**src/include/tic_pkg.sv**
```systemverilog
// Package holding register addresses, control field positions and timing constants.
// Assumes a core-side special-function-register port at 10 MHz.
package tic_pkg;
    localparam logic [7:0] CTRL_ADDR     = 8'hA1;
    localparam logic [7:0] FRAC_ADDR     = 8'hA2;
    localparam logic [7:0] SEC_ADDR      = 8'hA3;
    localparam logic [7:0] MIN_ADDR      = 8'hA4;
    localparam logic [7:0] HOUR_ADDR     = 8'hA5;
    localparam logic [7:0] TARGET_ADDR   = 8'hA6;
    localparam logic [7:0] CTRL_RESET    = 8'h00;
    localparam logic [7:0] CTRL_WMASK    = 8'h7F;
    localparam int         WRAP_BIT      = 6;
    localparam int         TBASE_HI_BIT  = 5;
    localparam int         TBASE_LO_BIT  = 4;
    localparam int         ONESHOT_BIT   = 3;
    localparam int         MATCH_BIT     = 2;
    localparam int         ICNT_ON_BIT   = 1;
    localparam int         GATE_BIT      = 0;
    localparam logic [7:0] FRAC_MAX      = 8'h7F;
    localparam logic [7:0] SEC_MAX       = 8'h3B;
    localparam logic [7:0] HOUR_DAY_MAX  = 8'h17;
    localparam logic [7:0] HOUR_FULL_MAX = 8'hFF;
    localparam int         CLK_HZ        = 10000000;
    localparam int         XTAL_HZ       = 32768;
    localparam int         XTAL_SYNC_CYC = 2;
    localparam logic [15:0] VECTOR_ADDR  = 16'h0053;
endpackage : tic_pkg

```
**src/logic/tick_divider.sv**
```systemverilog
// Produces a one-cycle pulse every 1/128 second from the synchronised crystal clock level.
// Assumes xtalClk is synchronous to clk (already a clean level at 32.768 kHz).
`timescale 1ns/1ps
module tick_divider (
    // Clock and reset
    input  wire logic clk,
    input  wire logic rstn,
    // Crystal and gate
    input  wire logic xtalClk,
    input  wire logic gateOn,
    // Tick out
    output logic      tick128
);
    logic       xtalSync_reg;
    logic       xtalLast_reg;
    logic [7:0] div_reg;
    logic       xtalEdge;

    assign xtalEdge = xtalSync_reg & ~xtalLast_reg;

    always_ff @(posedge clk or negedge rstn) begin
        if (!rstn) begin
            xtalSync_reg <= 1'b0;
            xtalLast_reg <= 1'b0;
        end else begin
            xtalSync_reg <= xtalClk;
            xtalLast_reg <= xtalSync_reg;
        end
    end

    // The crystal is divided by 256 into the 1/128-second step while the gate is on.
    always_ff @(posedge clk or negedge rstn) begin
        if (!rstn) begin
            div_reg <= 8'h00;
            tick128 <= 1'b0;
        end else begin
            tick128 <= 1'b0;
            if (!gateOn) begin
                div_reg <= 8'h00;
            end else if (xtalEdge) begin
                div_reg <= div_reg + 8'h01;
                tick128 <= (div_reg == 8'hFF);
            end
        end
    end
endmodule : tick_divider

```
**src/logic/time_interval_counter.sv**
```systemverilog
// Time interval counter with real-time clock registers on the core register port.
// Assumes single-cycle register strobes synchronous to clk and a 32.768 kHz crystal level.
//
// Summary of operation
// Counting is timed from the 32.768 kHz crystal and continues during power-down.
// Register accesses finish at crystal rate; software waits for busy to clear.
// Intervals from 1/128 second up to 255 hours are supported.
// The interval counter advances on each rollover of the selected time register.
// Counter equal to target sets the match flag, bit 2, and interrupts if enabled.
// In power-down an enabled match wakes the core toward the counter vector.
// Control bit 7 is unimplemented; writes to it are ignored.
// Wrap select set makes hours count 0 to 23, otherwise 0 to 255.
// Bits 5:4 select timebase: 1/128 second, seconds, minutes or hours.
// With one-shot set, a timeout clears the interval count enable.
// With one-shot clear, the interval counter reloads on each timeout.
// The match flag stays set until software clears it.
// Bit 1 enables the interval counter; clearing it disables that counter.
// Bit 0 passes the crystal-derived clock to the time and interval counters.
// Clearing bit 0 stops counting and restores time registers to last writes.
// Time registers take software writes while the clock gate is low.
// The fraction counts 0 to 127 each 1/128 second, carrying into seconds.
// Seconds and minutes count 0 to 59, carrying into the next register.
// The interval counter starts from zero on enable and on each reload.
`timescale 1ns/1ps
module time_interval_counter (
    // Clock and reset
    input  wire logic        clk,
    input  wire logic        rstn,
    // Crystal, power state and interrupt enable
    input  wire logic        xtalClk,
    input  wire logic        powerDown,
    input  wire logic        intEnable,
    // Register port
    input  wire logic [7:0]  regAddr,
    input  wire logic [7:0]  regWdata,
    input  wire logic        regWrite,
    input  wire logic        regRead,
    output logic      [7:0]  regRdata,
    output logic             regBusy,
    // Events to the core
    output logic             matchIrq,
    output logic             wakeReq,
    output logic      [15:0] wakeVector
);
    ////////////////////////////////////////////////////////////////////////////////
    logic [7:0] ctrl_reg;
    logic [7:0] frac_reg;
    logic [7:0] sec_reg;
    logic [7:0] min_reg;
    logic [7:0] hour_reg;
    logic [7:0] fracSaved_reg;
    logic [7:0] secSaved_reg;
    logic [7:0] minSaved_reg;
    logic [7:0] hourSaved_reg;
    logic [7:0] target_reg;
    logic [7:0] icnt_reg;
    logic       xsA_reg;
    logic       xsB_reg;
    logic       xsC_reg;
    logic       pendWr_reg;
    logic       pendRd_reg;
    logic [7:0] pendAddr_reg;
    logic [7:0] pendData_reg;
    logic       tick128;
    logic       xEdge;
    logic       fracRoll;
    logic       secRoll;
    logic       minRoll;
    logic       hourRoll;
    logic       baseRoll;
    logic       matchNow;
    logic [7:0] hourMax;
    logic       gateOn;
    logic       icntOn;

    assign gateOn  = ctrl_reg[tic_pkg::GATE_BIT];
    assign icntOn  = ctrl_reg[tic_pkg::ICNT_ON_BIT];
    assign hourMax = ctrl_reg[tic_pkg::WRAP_BIT] ? tic_pkg::HOUR_DAY_MAX
                                                 : tic_pkg::HOUR_FULL_MAX;

    tick_divider divider (
        .clk     (clk),
        .rstn    (rstn),
        .xtalClk (xtalClk),
        .gateOn  (gateOn),
        .tick128 (tick128)
    );

    ////////////////////////////////////////////////////////////////////////////////
    // Register accesses wait for a crystal edge before taking effect.
    always_ff @(posedge clk or negedge rstn) begin
        if (!rstn) begin
            xsA_reg <= 1'b0;
            xsB_reg <= 1'b0;
            xsC_reg <= 1'b0;
        end else begin
            xsA_reg <= xtalClk;
            xsB_reg <= xsA_reg;
            xsC_reg <= xsB_reg;
        end
    end
    assign xEdge = xsB_reg & ~xsC_reg;

    always_ff @(posedge clk or negedge rstn) begin
        if (!rstn) begin
            pendWr_reg   <= 1'b0;
            pendRd_reg   <= 1'b0;
            pendAddr_reg <= 8'h00;
            pendData_reg <= 8'h00;
            regBusy      <= 1'b0;
        end else if (!regBusy && (regWrite || regRead)) begin
            pendWr_reg   <= regWrite;
            pendRd_reg   <= regRead & ~regWrite;
            pendAddr_reg <= regAddr;
            pendData_reg <= regWdata;
            regBusy      <= 1'b1;
        end else if (regBusy && xEdge) begin
            pendWr_reg <= 1'b0;
            pendRd_reg <= 1'b0;
            regBusy    <= 1'b0;
        end
    end

    logic doWr;
    logic doRd;
    assign doWr = regBusy & xEdge & pendWr_reg;
    assign doRd = regBusy & xEdge & pendRd_reg;

    always_ff @(posedge clk or negedge rstn) begin
        if (!rstn) begin
            regRdata <= 8'h00;
        end else if (doRd) begin
            unique case (pendAddr_reg)
                tic_pkg::CTRL_ADDR:   regRdata <= ctrl_reg & tic_pkg::CTRL_WMASK;
                tic_pkg::FRAC_ADDR:   regRdata <= frac_reg;
                tic_pkg::SEC_ADDR:    regRdata <= sec_reg;
                tic_pkg::MIN_ADDR:    regRdata <= min_reg;
                tic_pkg::HOUR_ADDR:   regRdata <= hour_reg;
                tic_pkg::TARGET_ADDR: regRdata <= target_reg;
                default:              regRdata <= 8'h00;
            endcase
        end
    end

    ////////////////////////////////////////////////////////////////////////////////
    // Time chain.
    assign fracRoll = gateOn & tick128 & (frac_reg == tic_pkg::FRAC_MAX);
    assign secRoll  = fracRoll & (sec_reg == tic_pkg::SEC_MAX);
    assign minRoll  = secRoll & (min_reg == tic_pkg::SEC_MAX);
    assign hourRoll = minRoll & (hour_reg == hourMax);

    always_ff @(posedge clk or negedge rstn) begin
        if (!rstn) begin
            frac_reg      <= 8'h00;
            sec_reg       <= 8'h00;
            min_reg       <= 8'h00;
            hour_reg      <= 8'h00;
            fracSaved_reg <= 8'h00;
            secSaved_reg  <= 8'h00;
            minSaved_reg  <= 8'h00;
            hourSaved_reg <= 8'h00;
        end else if (doWr && !gateOn && pendAddr_reg == tic_pkg::FRAC_ADDR) begin
            frac_reg      <= pendData_reg;
            fracSaved_reg <= pendData_reg;
        end else if (doWr && !gateOn && pendAddr_reg == tic_pkg::SEC_ADDR) begin
            sec_reg      <= pendData_reg;
            secSaved_reg <= pendData_reg;
        end else if (doWr && !gateOn && pendAddr_reg == tic_pkg::MIN_ADDR) begin
            min_reg      <= pendData_reg;
            minSaved_reg <= pendData_reg;
        end else if (doWr && !gateOn && pendAddr_reg == tic_pkg::HOUR_ADDR) begin
            hour_reg      <= pendData_reg;
            hourSaved_reg <= pendData_reg;
        end else if (!gateOn) begin
            frac_reg <= fracSaved_reg;
            sec_reg  <= secSaved_reg;
            min_reg  <= minSaved_reg;
            hour_reg <= hourSaved_reg;
        end else if (tick128) begin
            frac_reg <= fracRoll ? 8'h00 : frac_reg + 8'h01;
            if (fracRoll) begin
                sec_reg <= secRoll ? 8'h00 : sec_reg + 8'h01;
            end
            if (secRoll) begin
                min_reg <= minRoll ? 8'h00 : min_reg + 8'h01;
            end
            if (minRoll) begin
                hour_reg <= hourRoll ? 8'h00 : hour_reg + 8'h01;
            end
        end
    end

    ////////////////////////////////////////////////////////////////////////////////
    // Interval counter and match.
    always_comb begin
        unique case (ctrl_reg[tic_pkg::TBASE_HI_BIT:tic_pkg::TBASE_LO_BIT])
            2'b00: baseRoll = gateOn & tick128;
            2'b01: baseRoll = fracRoll;
            2'b10: baseRoll = secRoll;
            2'b11: baseRoll = minRoll;
        endcase
    end

    assign matchNow = icntOn & baseRoll & ((icnt_reg + 8'h01) == target_reg);

    always_ff @(posedge clk or negedge rstn) begin
        if (!rstn) begin
            icnt_reg <= 8'h00;
        end else if (!icntOn || matchNow) begin
            icnt_reg <= 8'h00;
        end else if (baseRoll) begin
            icnt_reg <= icnt_reg + 8'h01;
        end
    end

    always_ff @(posedge clk or negedge rstn) begin
        if (!rstn) begin
            target_reg <= 8'h00;
        end else if (doWr && pendAddr_reg == tic_pkg::TARGET_ADDR) begin
            target_reg <= pendData_reg;
        end
    end

    always_ff @(posedge clk or negedge rstn) begin
        if (!rstn) begin
            ctrl_reg <= tic_pkg::CTRL_RESET;
        end else begin
            if (doWr && pendAddr_reg == tic_pkg::CTRL_ADDR) begin
                ctrl_reg <= pendData_reg & tic_pkg::CTRL_WMASK;
            end
            if (matchNow) begin
                ctrl_reg[tic_pkg::MATCH_BIT] <= 1'b1;
                if (ctrl_reg[tic_pkg::ONESHOT_BIT]) begin
                    ctrl_reg[tic_pkg::ICNT_ON_BIT] <= 1'b0;
                end
            end
        end
    end

    always_ff @(posedge clk or negedge rstn) begin
        if (!rstn) begin
            matchIrq   <= 1'b0;
            wakeReq    <= 1'b0;
            wakeVector <= 16'h0000;
        end else begin
            matchIrq   <= ctrl_reg[tic_pkg::MATCH_BIT] & intEnable;
            wakeReq    <= ctrl_reg[tic_pkg::MATCH_BIT] & intEnable & powerDown;
            wakeVector <= tic_pkg::VECTOR_ADDR;
        end
    end

    ////////////////////////////////////////////////////////////////////////////////
    // Checks.
    bit7_zero_a: assert property (@(posedge clk) disable iff (!rstn)
        ctrl_reg[7] == 1'b0) else $error("control bit 7 set");
    flag_sticky_a: assert property (@(posedge clk) disable iff (!rstn)
        $fell(ctrl_reg[tic_pkg::MATCH_BIT]) |-> $past(doWr))
        else $error("match flag cleared without write");
    match_sets_a: assert property (@(posedge clk) disable iff (!rstn)
        matchNow |=> ctrl_reg[tic_pkg::MATCH_BIT]) else $error("match missed");
    oneshot_stop_a: assert property (@(posedge clk) disable iff (!rstn)
        matchNow && ctrl_reg[tic_pkg::ONESHOT_BIT] && !doWr |=> !icntOn)
        else $error("one-shot kept running");
    reload_zero_a: assert property (@(posedge clk) disable iff (!rstn)
        matchNow |=> icnt_reg == 8'h00) else $error("no reload");
    frac_range_a: assert property (@(posedge clk) disable iff (!rstn)
        gateOn && tick128 && frac_reg == tic_pkg::FRAC_MAX |=> frac_reg == 8'h00)
        else $error("fraction did not wrap");
    hour_day_a: assert property (@(posedge clk) disable iff (!rstn)
        hourRoll && ctrl_reg[tic_pkg::WRAP_BIT] |=> hour_reg == 8'h00)
        else $error("hour wrap wrong");
    gate_restore_a: assert property (@(posedge clk) disable iff (!rstn)
        !gateOn && !doWr |=> sec_reg == $past(secSaved_reg))
        else $error("time not restored");
    busy_ends_a: assert property (@(posedge clk) disable iff (!rstn)
        $rose(regBusy) |-> ##[1:800] !regBusy) else $error("access stuck");
    wake_irq_a: assert property (@(posedge clk) disable iff (!rstn)
        wakeReq |-> matchIrq && wakeVector == tic_pkg::VECTOR_ADDR)
        else $error("wake without irq");

    ////////////////////////////////////////////////////////////////////////////////
    // Access, counting and output checks.
    busy_hold_a: assert property (@(posedge clk) disable iff (!rstn)
        regBusy && !xEdge |=> regBusy)
        else $error("access ended off a crystal edge");
    busy_takes_a: assert property (@(posedge clk) disable iff (!rstn)
        !regBusy && (regWrite || regRead) |=> regBusy)
        else $error("request not taken");
    saved_frozen_a: assert property (@(posedge clk) disable iff (!rstn)
        gateOn |=> fracSaved_reg == $past(fracSaved_reg) && secSaved_reg == $past(secSaved_reg))
        else $error("time written while clock gate on");
    count_idle_a: assert property (@(posedge clk) disable iff (!rstn)
        !icntOn |=> icnt_reg == 8'h00)
        else $error("interval counter ran while disabled");
    count_step_a: assert property (@(posedge clk) disable iff (!rstn)
        icntOn && baseRoll && !matchNow |=> icnt_reg == $past(icnt_reg) + 8'h01)
        else $error("interval counter missed a rollover");
    irq_follow_a: assert property (@(posedge clk) disable iff (!rstn)
        ctrl_reg[tic_pkg::MATCH_BIT] && intEnable |=> matchIrq)
        else $error("enabled flag gave no interrupt");
    hour_step_a: assert property (@(posedge clk) disable iff (!rstn)
        minRoll && !hourRoll |=> hour_reg == $past(hour_reg) + 8'h01)
        else $error("hour did not advance");
    frac_step_a: assert property (@(posedge clk) disable iff (!rstn)
        gateOn && tick128 && frac_reg != tic_pkg::FRAC_MAX |=> frac_reg == $past(frac_reg) + 8'h01)
        else $error("fraction did not advance");
    sec_carry_a: assert property (@(posedge clk) disable iff (!rstn)
        fracRoll && !secRoll |=> sec_reg == $past(sec_reg) + 8'h01)
        else $error("seconds did not take the carry");
endmodule : time_interval_counter

```
**config.mk**
```make
export PLATFORM = sky130hd
export DESIGN_NAME = time_interval_counter
export DESIGN_NICKNAME = d
export VERILOG_FILES = /design/src/include/tic_pkg.sv /design/src/logic/tick_divider.sv /design/src/logic/time_interval_counter.sv
export SDC_FILE = /design/constraint.sdc
export NUM_CORES = 1
export LEC_CHECK = 0
export ABC_AREA = 1
export BUFFER_PORTS_ARGS = -buffer_cell sky130_fd_sc_hd__buf_2
export CAP_MARGIN = 5
export CORE_MARGIN = 2
export CORE_UTILIZATION = 24
export CTS_CLUSTER_SIZE = 20
export DETAILED_ROUTE_END_ITERATION = 6
export HOLD_SLACK_MARGIN = 0.02
export PLACE_DENSITY = 0.44
export SETUP_SLACK_MARGIN = 0.4
export SLEW_MARGIN = 25
export SYNTH_ARGS = -nofsm -noshare
export SYNTH_HDL_FRONTEND = slang
export SYNTH_SLANG_ARGS = --single-unit
```
**constraint.sdc**
```tcl
create_clock -name clk -period 2.1 [get_ports clk]
set_clock_uncertainty 0.15 [all_clocks]
set_input_delay 0.42 -clock clk [delete_from_list [all_inputs] [get_ports clk]]
set_output_delay 0.42 -clock clk [all_outputs]
set_load 0.01 [all_outputs]
```
==> metrics.cfg <==
[outcome]
outcome=completed

[yosys]
synth.distinct_cells=44
synth_seq_cells=129
synthesis.area_um2=7090
yosysWarnings=0
async_flop_share_pct=100
synthFlopType=dfrtp_1
synthCells=957
synth_edf_count=0
ys_seq_area_share_pct=45.5
synth_area_per_cell_um2=7.41

[timing]
fmax_mhz=518
finalMaxSlewViolations=0
setup_viol=0
worstMarginPinSlew_ns=0.533
period_needed_ns=1.93
fin_crit_sh_pct=92.0
setup_tns_ns=0
max-slew-margin-rel_pct=64.4
hold_violations=0
rsz0062_at_grt=yes

[final_layout]
area_growth_pct=43.5
stdcell_count=1498
drive_gt1_share_pct=32.3
final_common_cell=nand2_1
antenna_cells=0
most-common-layout-cells=nand2_1 (235), dfrtp_1 (127), nor2_1 (87)
nets=1131

[setup_path]
required_ns=2.26
critPathMaxStageDelay_ns=0.41
cp_cell_sequence=ha_4, nand3_4, nor2_4, nand3_4, o21ai_4, nand3_2, o21bai_4, buf_12, nor2_2
path_buf_inv=1
critPathSlowestCell=dfrtp_1
start_kind=flop
worstSetupPathType=flop to flop
worstPathArrival_ns=2.10
crit_family=simple AND/OR/NAND/NOR gates
crit_fanout=8
path_common_cell=nand3_4
endpoint_kind=flop

[floorplanning]
die_w_um=176
start_util_pct=24.6
fp.dieH_um=176
io-pin-count=50
rows=62
dieArea_um2=30900
core-area_um2=28900

[cts]
clk_latency_ns=0.42
numCtsBuffers=17
cts_tree=yes
cts_root_buf=clkbuf_16
htreeDepth=4
clk_pin_slew_ns=0.06
cts.sinks=129
cts.path.max_buffers=2

[route]
via_per_inst=4.53
first_iter_violations=476
route.detailed.drc=0
vias=6792
ant_nets=0
wl_per_cell_um=15.8
firstDrtPassIters=5
finalWirelength_mm=23.6

[global_route]
grt_antenna_before_repair=0
grt_pass1_vias=6639
grt_max_degree=58
grtUsageMet3_pct=3.03
grt.met1_usage_pct=21.9
met2_usage_pct=24.7
grt.total_usage_pct=15.7
grt_pass1_wl_mm=37.1
grt_overflow=0
grt_busiest_layer=met2

[placement]
port_buffers=37
place_congestion=0.839
dp.cells=1396
hpwlAfterDp_mm=16.5

[hold_path]
hp-class=input port to flop

[run]
cap_viol_max_count=0

[power_and_ir_drop]
vdd_drop_max_v=0.000438
p_leak_nw=4.90
p_per_area_nw_per_um2=792

## per-stage QoR
stage               hold WS (ns)  area [um2]  power, mW  util, %  setup slack (ns)
CTS                       0.0407        9570       7.95     33.2             0.184
floorplan                -0.0256        7350       3.80        -             0.265
detailed placement         0.100        8140       4.48     28.2           0.00400
global route              0.0513       10200       8.44     35.2            0.0622
global placement           0.105        8140       4.48     28.2            0.0134
finish                    0.0554       10200       8.06     35.2             0.168
## cell type report
| cell class | instances | area [um2] |
|---|---|---|
| Clock inverter | 10 | 159 |
| Timing Repair inverter | 1 | 6.26 |
| Multi-Input combinational cell | 706 | 4160 |
| Tap cell | 384 | 480 |
| Sequential cell | 129 | 3230 |
| Timing Repair Buffer | 146 | 1260 |
| Inverter | 101 | 412 |
| Clock buffer | 21 | 460 |
| Fill cell | 3051 | 18700 |
## where the power goes
group          internal, mW  switching (mW)
registers              2.78           0.334
logic                 0.630            1.11
clock network          2.04            1.17
## Yosys cell counts, types with 9 or more instances
master,number,share of area (%)
buf_4,15,1.6
xor2_1,12,1.5
o21a_1,11,1.2
inv_1,95,5.0
nand3_1,64,4.5
nor3_1,11,0.78
nor2_1,116,6.1
a21oi_1,43,3.0
o21ai_0,76,5.4
nand2_1,281,15
o21ai_1,12,0.85
dfrtp_1,129,46
clkbuf_1,9,0.48
## path summary, 6_finish.rpt
check | startpoint | end | slack, ns | depth (start not counted)
worst max-delay path | sec_reg[1] | icnt_reg[1] | 0.17 | 9
worst min register to register | divider.xtalSync_reg | divider.xtalLast_reg | 0.27 | 0
max in group asynchronous | rstn | sec_reg[7] | 1.01 | 3
worst min-delay path | powerDown | wakeReq | 0.06 | 3
min in group asynchronous | rstn | icnt_reg[3] | 0.23 | 2
worst max register to register | sec_reg[1] | icnt_reg[1] | 0.17 | 9
## worst register-to-register path, stage by stage, from the launching register on
cell and delay, ns:
dfrtp_1 0.41, ha_4 0.18, nand3_4 0.07, nor2_4 0.18, nand3_4 0.13, o21ai_4 0.19, nand3_2 0.14, o21bai_4 0.18
buf_12 0.15, nor2_2 0.05
## routing by layer
| metal | vias up | wire length (um) |
|---|---|---|
| li1 | 3351 | - |
| met1 | 3280 | 11300 |
| met2 | 139 | 10900 |
| met3 | 22 | 1080 |
| met4 | 0 | 360 |
| met5 | - | 0 |
## cells by family (layout without fill, tap and decap cells)
| logic type | Yosys count | count (layout) | share of synthesized area, % |
|---|---|---|---|
| buffers and inverters | 136 | 279 | 8.35 |
| DFF | 129 | 129 | 45.5 |
| AOI/OAI and AO/OA | 159 | 159 | 12.4 |
| other | 2 | 13 | 0.106 |
| muxes | 4 | 4 | 0.635 |
| and+or+nand+nor | 506 | 509 | 30.1 |
| adders and majority gates | 6 | 6 | 1.06 |
| xor gates and xnor gates | 15 | 15 | 1.85 |
## repair_timing
action                                  CTS  global route
gates resized for setup                 129            99
cloned                                    4             3
pin swaps                                38            59
buffers inserted                         38            24
hold buffers                              2             0
endpoints found under the setup margin   89            91
hold endpoints to repair                130             0
Note: power is estimated with default switching activity, not from simulation.
